--- config.mk ---
export PLATFORM = sky130hd
export DESIGN_NAME = rie_irq_ctrl
export DESIGN_NICKNAME = d
export VERILOG_FILES = /design/src/rtl/rie_pkg.sv /design/src/rtl/rie_irq_ctrl.sv
export SDC_FILE = /design/constraint.sdc
export NUM_CORES = 1
export LEC_CHECK = 0
export BUFFER_PORTS_ARGS = -buffer_cell sky130_fd_sc_hd__buf_4
export CORE_UTILIZATION = 48
export DETAILED_ROUTE_END_ITERATION = 12
export GPL_TIMING_DRIVEN = 0
export PLACE_DENSITY = 0.8
export SETUP_SLACK_MARGIN = 0.5
export SYNTH_ARGS = -nofsm -noshare
export SYNTH_HDL_FRONTEND = slang
export SYNTH_SLANG_ARGS = --single-unit
--- constraint.sdc ---
create_clock -name REF_CLK -period 1.8 [get_ports REF_CLK]
set_clock_uncertainty 0.05 [all_clocks]
set_input_delay 0.36 -clock REF_CLK [delete_from_list [all_inputs] [get_ports REF_CLK]]
set_output_delay 0.36 -clock REF_CLK [all_outputs]
set_load 0.1 [all_outputs]
--- src/rtl/rie_pkg.sv ---
package rie_pkg;

    // ------------------------------------------------------------------
    // Register indices (byte address is four times the index)
    // ------------------------------------------------------------------
    localparam logic [3:0] COMMON_IRQ_ENABLE_IDX  = 4'h2;
    localparam logic [3:0] AUX_IRQ_ENABLE_IDX     = 4'h3;
    localparam logic [3:0] COMMON_IRQ_REQUEST_IDX = 4'h4;
    localparam logic [3:0] AUX_IRQ_REQUEST_IDX    = 4'h5;
    localparam logic [3:0] IRQ_STATUS_IDX         = 4'h7;
    localparam logic [3:0] CMD_CTRL_IDX           = 4'h1;

    // ------------------------------------------------------------------
    // Field positions
    // ------------------------------------------------------------------
    localparam int SET_CLEAR_BIT      = 7;
    localparam int POLARITY_BIT       = 7;
    localparam int DRIVE_STYLE_BIT    = 7;
    localparam int TX_DONE_BIT        = 6;
    localparam int RX_DONE_BIT        = 5;
    localparam int CMD_END_BIT        = 4;
    localparam int FIFO_HIGH_BIT      = 3;
    localparam int FIFO_LOW_BIT       = 2;
    localparam int FAULT_BIT          = 1;
    localparam int COUNTDOWN_ZERO_BIT = 0;
    localparam int AUX_EDGE_BIT       = 4;
    localparam int CHECKSUM_BIT       = 2;
    localparam int STATUS_IRQ_BIT     = 4;
    localparam int SUPPRESS_EMPTY_BIT = 4;

    // ------------------------------------------------------------------
    // Masks and reset values
    // ------------------------------------------------------------------
    localparam logic [7:0] COMMON_ENABLE_RESET  = 8'h80;
    localparam logic [7:0] AUX_ENABLE_RESET     = 8'h00;
    localparam logic [7:0] COMMON_REQUEST_RESET = 8'h14;
    localparam logic [7:0] AUX_REQUEST_RESET    = 8'h00;
    localparam logic [7:0] CMD_CTRL_RESET       = 8'h00;
    localparam logic [7:0] COMMON_FLAG_MASK     = 8'h7f;
    localparam logic [7:0] AUX_FLAG_MASK        = 8'h14;
    localparam logic [7:0] AUX_ENABLE_MASK      = 8'h94;

    // ------------------------------------------------------------------
    // Command codes
    // ------------------------------------------------------------------
    localparam logic [3:0] CMD_IDLE = 4'h0;

endpackage

--- src/rtl/rie_irq_ctrl.sv ---
// Register access over Wishbone was left to the implementer.
`timescale 1ns/1ps
module rie_irq_ctrl #(
    parameter int CMD_W = 4
) (
    input  wire logic             REF_CLK,
    input  wire logic             SYS_RST,
    input  wire logic             CLK_EN,
    // Wishbone classic slave.
    input  wire logic             WB_CYC_I,
    input  wire logic             WB_STB_I,
    input  wire logic             WB_WE_I,
    input  wire logic [7:0]       WB_ADR_I,
    input  wire logic [3:0]       WB_SEL_I,
    input  wire logic [31:0]      WB_DAT_I,
    output logic      [31:0]      WB_DAT_O,
    output logic                  WB_ACK_O,
    // Source events from the rest of the reader, same clock.
    input  wire logic             TX_LAST_BIT_SENT,
    input  wire logic             RX_STREAM_END,
    input  wire logic             RX_FIFO_NOT_EMPTY,
    input  wire logic             SUPPRESS_EMPTY_FRAME,
    input  wire logic             CMD_TERMINATED,
    input  wire logic             CMD_UNKNOWN,
    input  wire logic             FIFO_HIGH_LEVEL_STATUS,
    input  wire logic             FIFO_LOW_LEVEL_STATUS,
    input  wire logic [7:0]       ERROR_STATUS,
    input  wire logic             TIMER_AT_ZERO,
    input  wire logic             CHECKSUM_COMPUTE_CMD,
    input  wire logic             CHECKSUM_DATA_DONE,
    // Pin from outside the clock domain.
    input  wire logic             AUX_SERIAL_INPUT,
    // Interrupt pin, three signals; enable low means driven.
    input  wire logic             IRQ_PIN_I,
    output logic                  IRQ_PIN_O,
    output logic                  IRQ_PIN_OE_N,
    output logic [CMD_W-1:0]      CMD_FIELD
);

    // ------------------------------------------------------------------
    // Register storage
    // ------------------------------------------------------------------
    logic [7:0]       com_en_q;
    logic [7:0]       aux_en_q;
    logic [7:0]       com_req_q;
    logic [7:0]       aux_req_q;
    logic [CMD_W-1:0] cmd_q;
    logic             aux_s1_q;
    logic             aux_s2_q;
    logic             aux_s3_q;
    logic             hi_prev_q;
    logic             lo_prev_q;
    logic [7:0]       err_prev_q;
    logic             irq_agg;
    logic             pin_lvl;

    // ------------------------------------------------------------------
    // Bus decode
    // ------------------------------------------------------------------
    logic       req;
    logic       wr;
    logic [3:0] idx;
    assign req = WB_CYC_I & WB_STB_I & ~WB_ACK_O;
    assign wr  = req & WB_WE_I & WB_SEL_I[0];
    assign idx = WB_ADR_I[5:2];

    // Set/clear write convention shared by both request registers.
    function automatic logic [7:0] set_clear(input logic [7:0] cur, input logic [7:0] wd,
                                             input logic [7:0] mask);
        logic [7:0] marked;
        marked = wd & mask;
        if (wd[rie_pkg::SET_CLEAR_BIT]) begin
            set_clear = cur | marked;
        end else begin
            set_clear = cur & ~marked;
        end
    endfunction

    // ------------------------------------------------------------------
    // Source event detection
    // ------------------------------------------------------------------
    logic [7:0] com_evt;
    logic [7:0] aux_evt;
    logic       host_idle_wr;
    // A host write of idle is not a command end; unknown starts are.
    assign host_idle_wr = wr && idx == rie_pkg::CMD_CTRL_IDX;
    always_comb begin
        com_evt = 8'h00;
        com_evt[rie_pkg::TX_DONE_BIT]        = TX_LAST_BIT_SENT;
        com_evt[rie_pkg::RX_DONE_BIT]        = RX_STREAM_END &
            (~SUPPRESS_EMPTY_FRAME | RX_FIFO_NOT_EMPTY);
        com_evt[rie_pkg::CMD_END_BIT]        = (CMD_TERMINATED & ~host_idle_wr)
            | CMD_UNKNOWN;
        com_evt[rie_pkg::FIFO_HIGH_BIT]      = FIFO_HIGH_LEVEL_STATUS & ~hi_prev_q;
        com_evt[rie_pkg::FIFO_LOW_BIT]       = FIFO_LOW_LEVEL_STATUS & ~lo_prev_q;
        com_evt[rie_pkg::FAULT_BIT]          = |(ERROR_STATUS & ~err_prev_q);
        com_evt[rie_pkg::COUNTDOWN_ZERO_BIT] = TIMER_AT_ZERO;
        aux_evt = 8'h00;
        aux_evt[rie_pkg::AUX_EDGE_BIT] = aux_s2_q ^ aux_s3_q;
        aux_evt[rie_pkg::CHECKSUM_BIT] = CHECKSUM_COMPUTE_CMD & CHECKSUM_DATA_DONE;
    end

    // Aux input synchroniser; third stage only feeds the edge compare.
    always_ff @(posedge REF_CLK) begin
        if (SYS_RST) begin
            aux_s1_q <= 1'b0;
            aux_s2_q <= 1'b0;
            aux_s3_q <= 1'b0;
        end else if (CLK_EN) begin
            aux_s1_q <= AUX_SERIAL_INPUT;
            aux_s2_q <= aux_s1_q;
            aux_s3_q <= aux_s2_q;
        end
    end

    // Previous levels for the level-to-event edge detectors.
    always_ff @(posedge REF_CLK) begin
        if (SYS_RST) begin
            hi_prev_q  <= 1'b0;
            lo_prev_q  <= 1'b0;
            err_prev_q <= 8'h00;
        end else if (CLK_EN) begin
            hi_prev_q  <= FIFO_HIGH_LEVEL_STATUS;
            lo_prev_q  <= FIFO_LOW_LEVEL_STATUS;
            err_prev_q <= ERROR_STATUS;
        end
    end

    // ------------------------------------------------------------------
    // Enable registers
    // ------------------------------------------------------------------
    always_ff @(posedge REF_CLK) begin
        if (SYS_RST) begin
            com_en_q <= rie_pkg::COMMON_ENABLE_RESET;
            aux_en_q <= rie_pkg::AUX_ENABLE_RESET;
        end else if (CLK_EN && wr) begin
            if (idx == rie_pkg::COMMON_IRQ_ENABLE_IDX) begin
                com_en_q <= WB_DAT_I[7:0];
            end
            // Reserved bits stay zero so they read back as zero.
            if (idx == rie_pkg::AUX_IRQ_ENABLE_IDX) begin
                aux_en_q <= WB_DAT_I[7:0] & rie_pkg::AUX_ENABLE_MASK;
            end
        end
    end

    // ------------------------------------------------------------------
    // Request flags: events win over a same-cycle host clear.
    // ------------------------------------------------------------------
    always_ff @(posedge REF_CLK) begin
        if (SYS_RST) begin
            com_req_q <= rie_pkg::COMMON_REQUEST_RESET;
            aux_req_q <= rie_pkg::AUX_REQUEST_RESET;
        end else if (CLK_EN) begin
            // Only host writes clear; sources set independent of enables.
            if (wr && idx == rie_pkg::COMMON_IRQ_REQUEST_IDX) begin
                com_req_q <= set_clear(com_req_q, WB_DAT_I[7:0], rie_pkg::COMMON_FLAG_MASK)
                    | com_evt;
            end else begin
                com_req_q <= com_req_q | com_evt;
            end
            if (wr && idx == rie_pkg::AUX_IRQ_REQUEST_IDX) begin
                aux_req_q <= set_clear(aux_req_q, WB_DAT_I[7:0], rie_pkg::AUX_FLAG_MASK)
                    | aux_evt;
            end else begin
                aux_req_q <= aux_req_q | aux_evt;
            end
        end
    end

    // ------------------------------------------------------------------
    // Command field: unknown starts fall back to idle.
    // ------------------------------------------------------------------
    always_ff @(posedge REF_CLK) begin
        if (SYS_RST) begin
            cmd_q <= CMD_W'(rie_pkg::CMD_CTRL_RESET);
        end else if (CLK_EN) begin
            if (CMD_UNKNOWN || CMD_TERMINATED) begin
                cmd_q <= CMD_W'(rie_pkg::CMD_IDLE);
            end else if (wr && idx == rie_pkg::CMD_CTRL_IDX) begin
                cmd_q <= WB_DAT_I[CMD_W-1:0];
            end
        end
    end

    // ------------------------------------------------------------------
    // Aggregate status and pin drive
    // ------------------------------------------------------------------
    // Bit 7 of each request register is not a flag, so it is masked off.
    assign irq_agg = |(com_req_q & com_en_q & rie_pkg::COMMON_FLAG_MASK)
                   | |(aux_req_q & aux_en_q & rie_pkg::AUX_FLAG_MASK);

    // Level the pin should show before the output style is applied.
    assign pin_lvl = com_en_q[rie_pkg::POLARITY_BIT] ? ~irq_agg : irq_agg;

    // Pin is registered, so it trails the flags by one cycle.
    always_ff @(posedge REF_CLK) begin
        if (SYS_RST) begin
            IRQ_PIN_O    <= 1'b0;
            IRQ_PIN_OE_N <= 1'b1;
        end else if (CLK_EN) begin
            if (aux_en_q[rie_pkg::DRIVE_STYLE_BIT]) begin
                IRQ_PIN_O    <= pin_lvl;
                IRQ_PIN_OE_N <= 1'b0;
            end else begin
                // Open drain only pulls low; high is left to the pull-up.
                IRQ_PIN_O    <= 1'b0;
                IRQ_PIN_OE_N <= pin_lvl;
            end
        end
    end

    // ------------------------------------------------------------------
    // Bus answer: one wait state, unmapped reads give zero.
    // ------------------------------------------------------------------
    always_ff @(posedge REF_CLK) begin
        if (SYS_RST) begin
            WB_ACK_O <= 1'b0;
            WB_DAT_O <= 32'h0000_0000;
        end else if (CLK_EN) begin
            WB_ACK_O <= req;
            WB_DAT_O <= 32'h0000_0000;
            if (req && !WB_WE_I) begin
                unique case (idx)
                    rie_pkg::COMMON_IRQ_ENABLE_IDX:  WB_DAT_O[7:0] <= com_en_q;
                    rie_pkg::AUX_IRQ_ENABLE_IDX:     WB_DAT_O[7:0] <= aux_en_q;
                    rie_pkg::COMMON_IRQ_REQUEST_IDX: WB_DAT_O[7:0] <= com_req_q;
                    rie_pkg::AUX_IRQ_REQUEST_IDX:    WB_DAT_O[7:0] <= aux_req_q;
                    rie_pkg::CMD_CTRL_IDX:           WB_DAT_O[7:0] <= 8'(cmd_q);
                    rie_pkg::IRQ_STATUS_IDX: begin
                        WB_DAT_O[rie_pkg::STATUS_IRQ_BIT] <= irq_agg;
                        WB_DAT_O[0] <= IRQ_PIN_I;
                    end
                    default:                         WB_DAT_O <= 32'h0000_0000;
                endcase
            end
        end
    end

    // Command field mirror for the sequencer.
    always_ff @(posedge REF_CLK) begin
        if (SYS_RST) begin
            CMD_FIELD <= '0;
        end else if (CLK_EN) begin
            CMD_FIELD <= cmd_q;
        end
    end

endmodule

---- Word-level counts from Yosys, hierarchy flattened ----
Index checks and enable logic that the tools add are counted.
W data, S select, Z words.
storage, ports and cells
  bits in registers ....................... 83
  input bits .............................. 71
  word-level logic and storage cells ...... 89
operators by class
  equality and inequality tests ........... 6
  multiplexer cells ....................... 20
  bitwise gates (word level) .............. 33
  reduce and logical (&&, ||, !) cells .... 14
operator list
  cell                  count
  $mux W8               11
  $and A8 B8 Y8         3
  $or A8 B5 Y8          3
  $or A8 B7 Y8          3
  $pmux W3 S5           1
  $eq A4 B3 Y1 const B  3
  $pmux W3 S4           1
  $pmux W1 S5           2
  $and A1 B1 Y1         9
  $eq A4 B2 Y1 const B  2
  $mux W4               2
  $not A5 Y8            1
  $not A7 Y8            1
  $not A8 Y8            1
  $reduce_or A8 Y1      1
  $and A7 B7 Y7         1
  $reduce_or A7 Y1      1
  $not A1 Y1            6
  $reduce_and A2 Y1     3
  $and A5 B5 Y5         1
  $logic_and A1 B1 Y1   5
  $eq A4 B1 Y1 const B  1
  $mux W1               3
  $or A1 B1 Y1          3
  5 further kinds       5

---- Depth between registers and ports, before layout ----
  depth after elaboration ................. 10
  gate-level depth with buffers ........... 7

---- Worst setup path before layout ----
No wires, ideal clock.
  kind .................................... register to register
  start point ............................. register WB_ACK_O
  end point ............................... register com_req_q[2]
  arrival time ............................ 1.919 ns
  data required time ...................... 1.628 ns
  setup slack ............................. -0.290 ns
  cell stages (with the launch flop) ...... 5
  period minus slack after synthesis ...... 2.090 ns
  cells stage by stage .................... dfxtp_1 > inv_1 > and3_1 > a32o_1 > a221o_1
on the way
  cells in the longest elaborated chain, start to end .. 6
RTL lines
  item                        RTL line             RTL
  start: declaration          rie_irq_ctrl.sv:17   output logic WB_ACK_O,
  start signal: assignment    rie_irq_ctrl.sv:221  WB_ACK_O <= req;
  $not A1 Y1                  rie_irq_ctrl.sv:63   assign req = WB_CYC_I & WB_STB_I & ~WB_ACK_O;
  $and A1 B1 Y1               rie_irq_ctrl.sv:63
  $and A1 B1 Y1 (2 in a row)  rie_irq_ctrl.sv:64   assign wr = req & WB_WE_I & WB_SEL_I[0];
  $logic_and A1 B1 Y1         rie_irq_ctrl.sv:156  if (wr && idx == rie_pkg::COMMON_IRQ_REQUEST_IDX) begin
  $mux W8                     rie_irq_ctrl.sv:156
  end signal: assignment      rie_irq_ctrl.sv:152  com_req_q <= rie_pkg::COMMON_REQUEST_RESET;
  end signal: assignment      rie_irq_ctrl.sv:157  com_req_q <= set_clear(com_req_q, WB_DAT_I[7:0], rie_pkg::COMMON_FLAG_MASK)
  end signal: assignment      rie_irq_ctrl.sv:160  com_req_q <= com_req_q | com_evt;
  end: declaration            rie_irq_ctrl.sv:45   logic [7:0] com_req_q;
Every way passes these cells.
A chain may end at the register's enable or synchronous reset.

---- Final worst setup path ----
  start point ............................. input WB_ADR_I[5]
  end point ............................... register com_en_q[0]
on the way
  cells in the longest elaborated chain, start to end .. 2
RTL lines
  item                                RTL line             RTL
  start: declaration                  rie_irq_ctrl.sv:13   input wire logic [7:0] WB_ADR_I,
  $eq A4 B2 Y1                        rie_irq_ctrl.sv:137  if (idx == rie_pkg::COMMON_IRQ_ENABLE_IDX) begin
  $reduce_and A2 Y1 (no source line)  -
  end signal: assignment              rie_irq_ctrl.sv:134  com_en_q <= rie_pkg::COMMON_ENABLE_RESET;
  end signal: assignment              rie_irq_ctrl.sv:138  com_en_q <= WB_DAT_I[7:0];
  end: declaration                    rie_irq_ctrl.sv:43   logic [7:0] com_en_q;
Every way passes these cells.

==> results.json <==
{
  "vdd_drop_max_mv": 0.458,
  "routed.top_layer": "met4",
  "worstPathRequired_ps": 1930,
  "grt_pass1_vias": 2422,
  "areaGrowthSynthToFinish_pct": 45.7,
  "cts_inserted_buffers": 5,
  "hold_violations": 0,
  "synth_ff_type": "dfxtp_1",
  "final_util": 0.724,
  "yosysSeqAreaShare": 0.383,
  "hold_ws_ps": 228,
  "setup_slack_ps": 263,
  "yosysWarnings": 0,
  "wl_met1_mm": 3.13,
  "cts_num_sinks": 52,
  "status": "completed",
  "vias": 2693,
  "antenna_found_initial": 0,
  "port_buffers": 50,
  "grt.overflow.total": 0,
  "drc": 0,
  "rsz0062_at_grt": "yes",
  "drv_cap": 0,
  "finalMaxSlewViolations": 0,
  "synthArstFlopShare": 0,
  "htreeDepth": 2,
  "worstPathMaxFanout": 8,
  "period_needed_ps": 1540,
  "wl_met2_mm": 4.00,
  "dpl.hpwl_mm": 5.20,
  "gp_congestion": 0.874,
  "synth_edf_count": 0,
  "cts_tree": "built",
  "hp-class": "primary input to register",
  "power_density_nw_per_um2": 631,
  "cts_root_buf": "clkbuf_8",
  "power.leakage_uw": 0.00173,
  "num_io_pins": 110,
  "grt_first_pass_wirelength_mm": 11.6,
  "vias_per_cell": 5.63,
  "synth_cells": 305,
  "worst_pin_slew_ps": 564,
  "n_antenna_cell": 0,
  "grtUsageTotal": 0.250,
  "rows": 27,
  "end_kind": "register",
  "grt_max_degree": 16,
  "critical_path_class": "primary input to register",
  "period_share": 0.854,
  "dieHeight_um": 77.2,
  "worst-endpoint-arrival_ps": 1670,
  "final_cell_mix": "70 x buf_4, 35 x dfxtp_1, 34 x nor2_1, 33 x mux2i_1, 24 x conb_1",
  "design_area_um2": 3960,
  "syn-cell-area_um2": 2720,
  "wl_per_cell_um": 16.9,
  "cts_hold_buf": 0,
  "ant_nets": 0,
  "drtIter0Drc": 279,
  "clkSlewWorstSetupHoldPaths_ps": 90,
  "die_w_um": 77.2,
  "start_util": 0.497,
  "coreArea_um2": 5470,
  "first_pass_iters": 5,
  "cts_max_path_buffers": 2,
  "ys_ff_latch": 52,
  "slew_headroom": 0.624,
  "drive_gt1_frac": 0.389,
  "setup_viol": 0,
  "yosysUniqueCellTypes": 53,
  "layout_commonest_cell": "buf_4",
  "routed_wl_mm": 8.09,
  "die_area_um2": 5970,
  "synth_area_per_cell_um2": 8.91,
  "route.met3.wl_um": 689,
  "cp-start-kind": "primary input",
  "place_area_um2": 3350,
  "fmax_mhz": 651,
  "place_ws_ps": -97.7,
  "clk-insertion-delay-late_ps": 320,
  "nNetsFinal": 476
}
[final timing paths]
check,from,endpoint,slack [ps],cells past startpoint
setup / recovery,WB_ADR_I[5],com_en_q[0]$_SDFFE_PP0P_,260,6
hold / removal,AUX_SERIAL_INPUT,aux_s1_q$_SDFFE_PP0P_,230,3
setup reg to reg,WB_ACK_O$_SDFFE_PP0P_,com_en_q[0]$_SDFFE_PP0P_,260,6
hold reg to reg,err_prev_q[2]$_SDFFE_PP0P_,err_prev_q[2]$_SDFFE_PP0P_,450,2
[final cells by class]
| class | count | area (µm²) |
|---|---|---|
| repair buffers | 70 | 721 |
| well taps | 72 | 90.1 |
| flip-flops and latches | 52 | 1060 |
| inverters | 12 | 47.5 |
| plain buffers | 45 | 353 |
| clock buffers | 7 | 76.3 |
| fillers | 392 | 1510 |
| multi-input cells | 219 | 1600 |
| clock inverters | 1 | 8.76 |
[power breakdown]
| group | internal [µW] | leakage, µW | switching [µW] |
|---|---|---|---|
| Clock | 279 | 0.0000424 | 399 |
| Combinational | 209 | 0.00126 | 413 |
| Sequential | 1180 | 0.000430 | 21.2 |
[logic make-up after synthesis]
family                 count (synthesis)  share of synthesized area
flip-flops                            52                      0.383
AND/OR/NAND/NOR                       97                      0.200
buffers and inverters                 57                      0.115
AO/OA/AOI/OAI                         60                      0.160
XOR/XNOR                               1                    0.00322
multiplexers                          37                      0.138
other                                  1                    0.00138
[timing repair]
action                     4_1_cts  5_1_grt
setup buffers                   10       10
setup endpoints to repair       48       45
pin swaps                       17       16
gates cloned                     0        0
hold endpoints to repair         0        0
resized for setup               44       54
[synth_stat cells, types with 2 or more instances]
library cell	count	area share
nand2b_1	5	0.012
o21ai_0	5	0.0092
a21o_1	2	0.0055
nor2_1	34	0.047
buf_4	25	0.069
clkbuf_1	15	0.021
a22o_1	5	0.016
nand3b_1	3	0.0083
mux2i_1	34	0.13
nand3_1	7	0.013
dfxtp_1	52	0.38
a22oi_1	6	0.017
a211oi_1	2	0.0055
buf_1	2	0.0028
and3_1	5	0.012
a221oi_1	2	0.0064
a21oi_1	15	0.028
nor3b_1	2	0.0055
o211ai_1	2	0.0055
nor4bb_1	2	0.0074
nor2b_1	4	0.0092
nor4b_2	2	0.011
buf_2	3	0.0055
nand4_1	12	0.028
inv_1	12	0.017
a32oi_1	3	0.0097
o31ai_1	2	0.0055
nand2_1	13	0.018
mux2_2	3	0.012
o2111ai_1	3	0.0097
[metrics by stage]
step           std cells  TNS [ps]  total power (µW)
2_1_floorplan        328         0              1640
3_3_place_gp         450      -670              1770
3_5_place_dp         450      -837              1770
4_1_cts              468         0              2450
5_1_grt              478         0              2580
6_report             478         0              2500
[state kept, by name (all words and copies together), names as in the netlist, 2 cells and up]
signal      flops
WB_DAT_O        8
com_en_q        8
err_prev_q      8
com_req_q       7
CMD_FIELD       4
cmd_q           4
aux_en_q        3
aux_req_q       2
[worst max-delay path: stages]
cell and delay, ps:
buf_12 120, nor4b_4 410, and3_4 260, buf_12 140, mux2i_1 290, nor2_1 80
[routing by layer]
metal | vias to the layer above | track usage
met4 | 0 | 0.108
met5 | - | 0
met2 | 165 | 0.427
li1 | 1255 | -
met1 | 1247 | 0.300
met3 | 26 | 0.0512
Note: power is estimated with default switching activity, not from simulation.
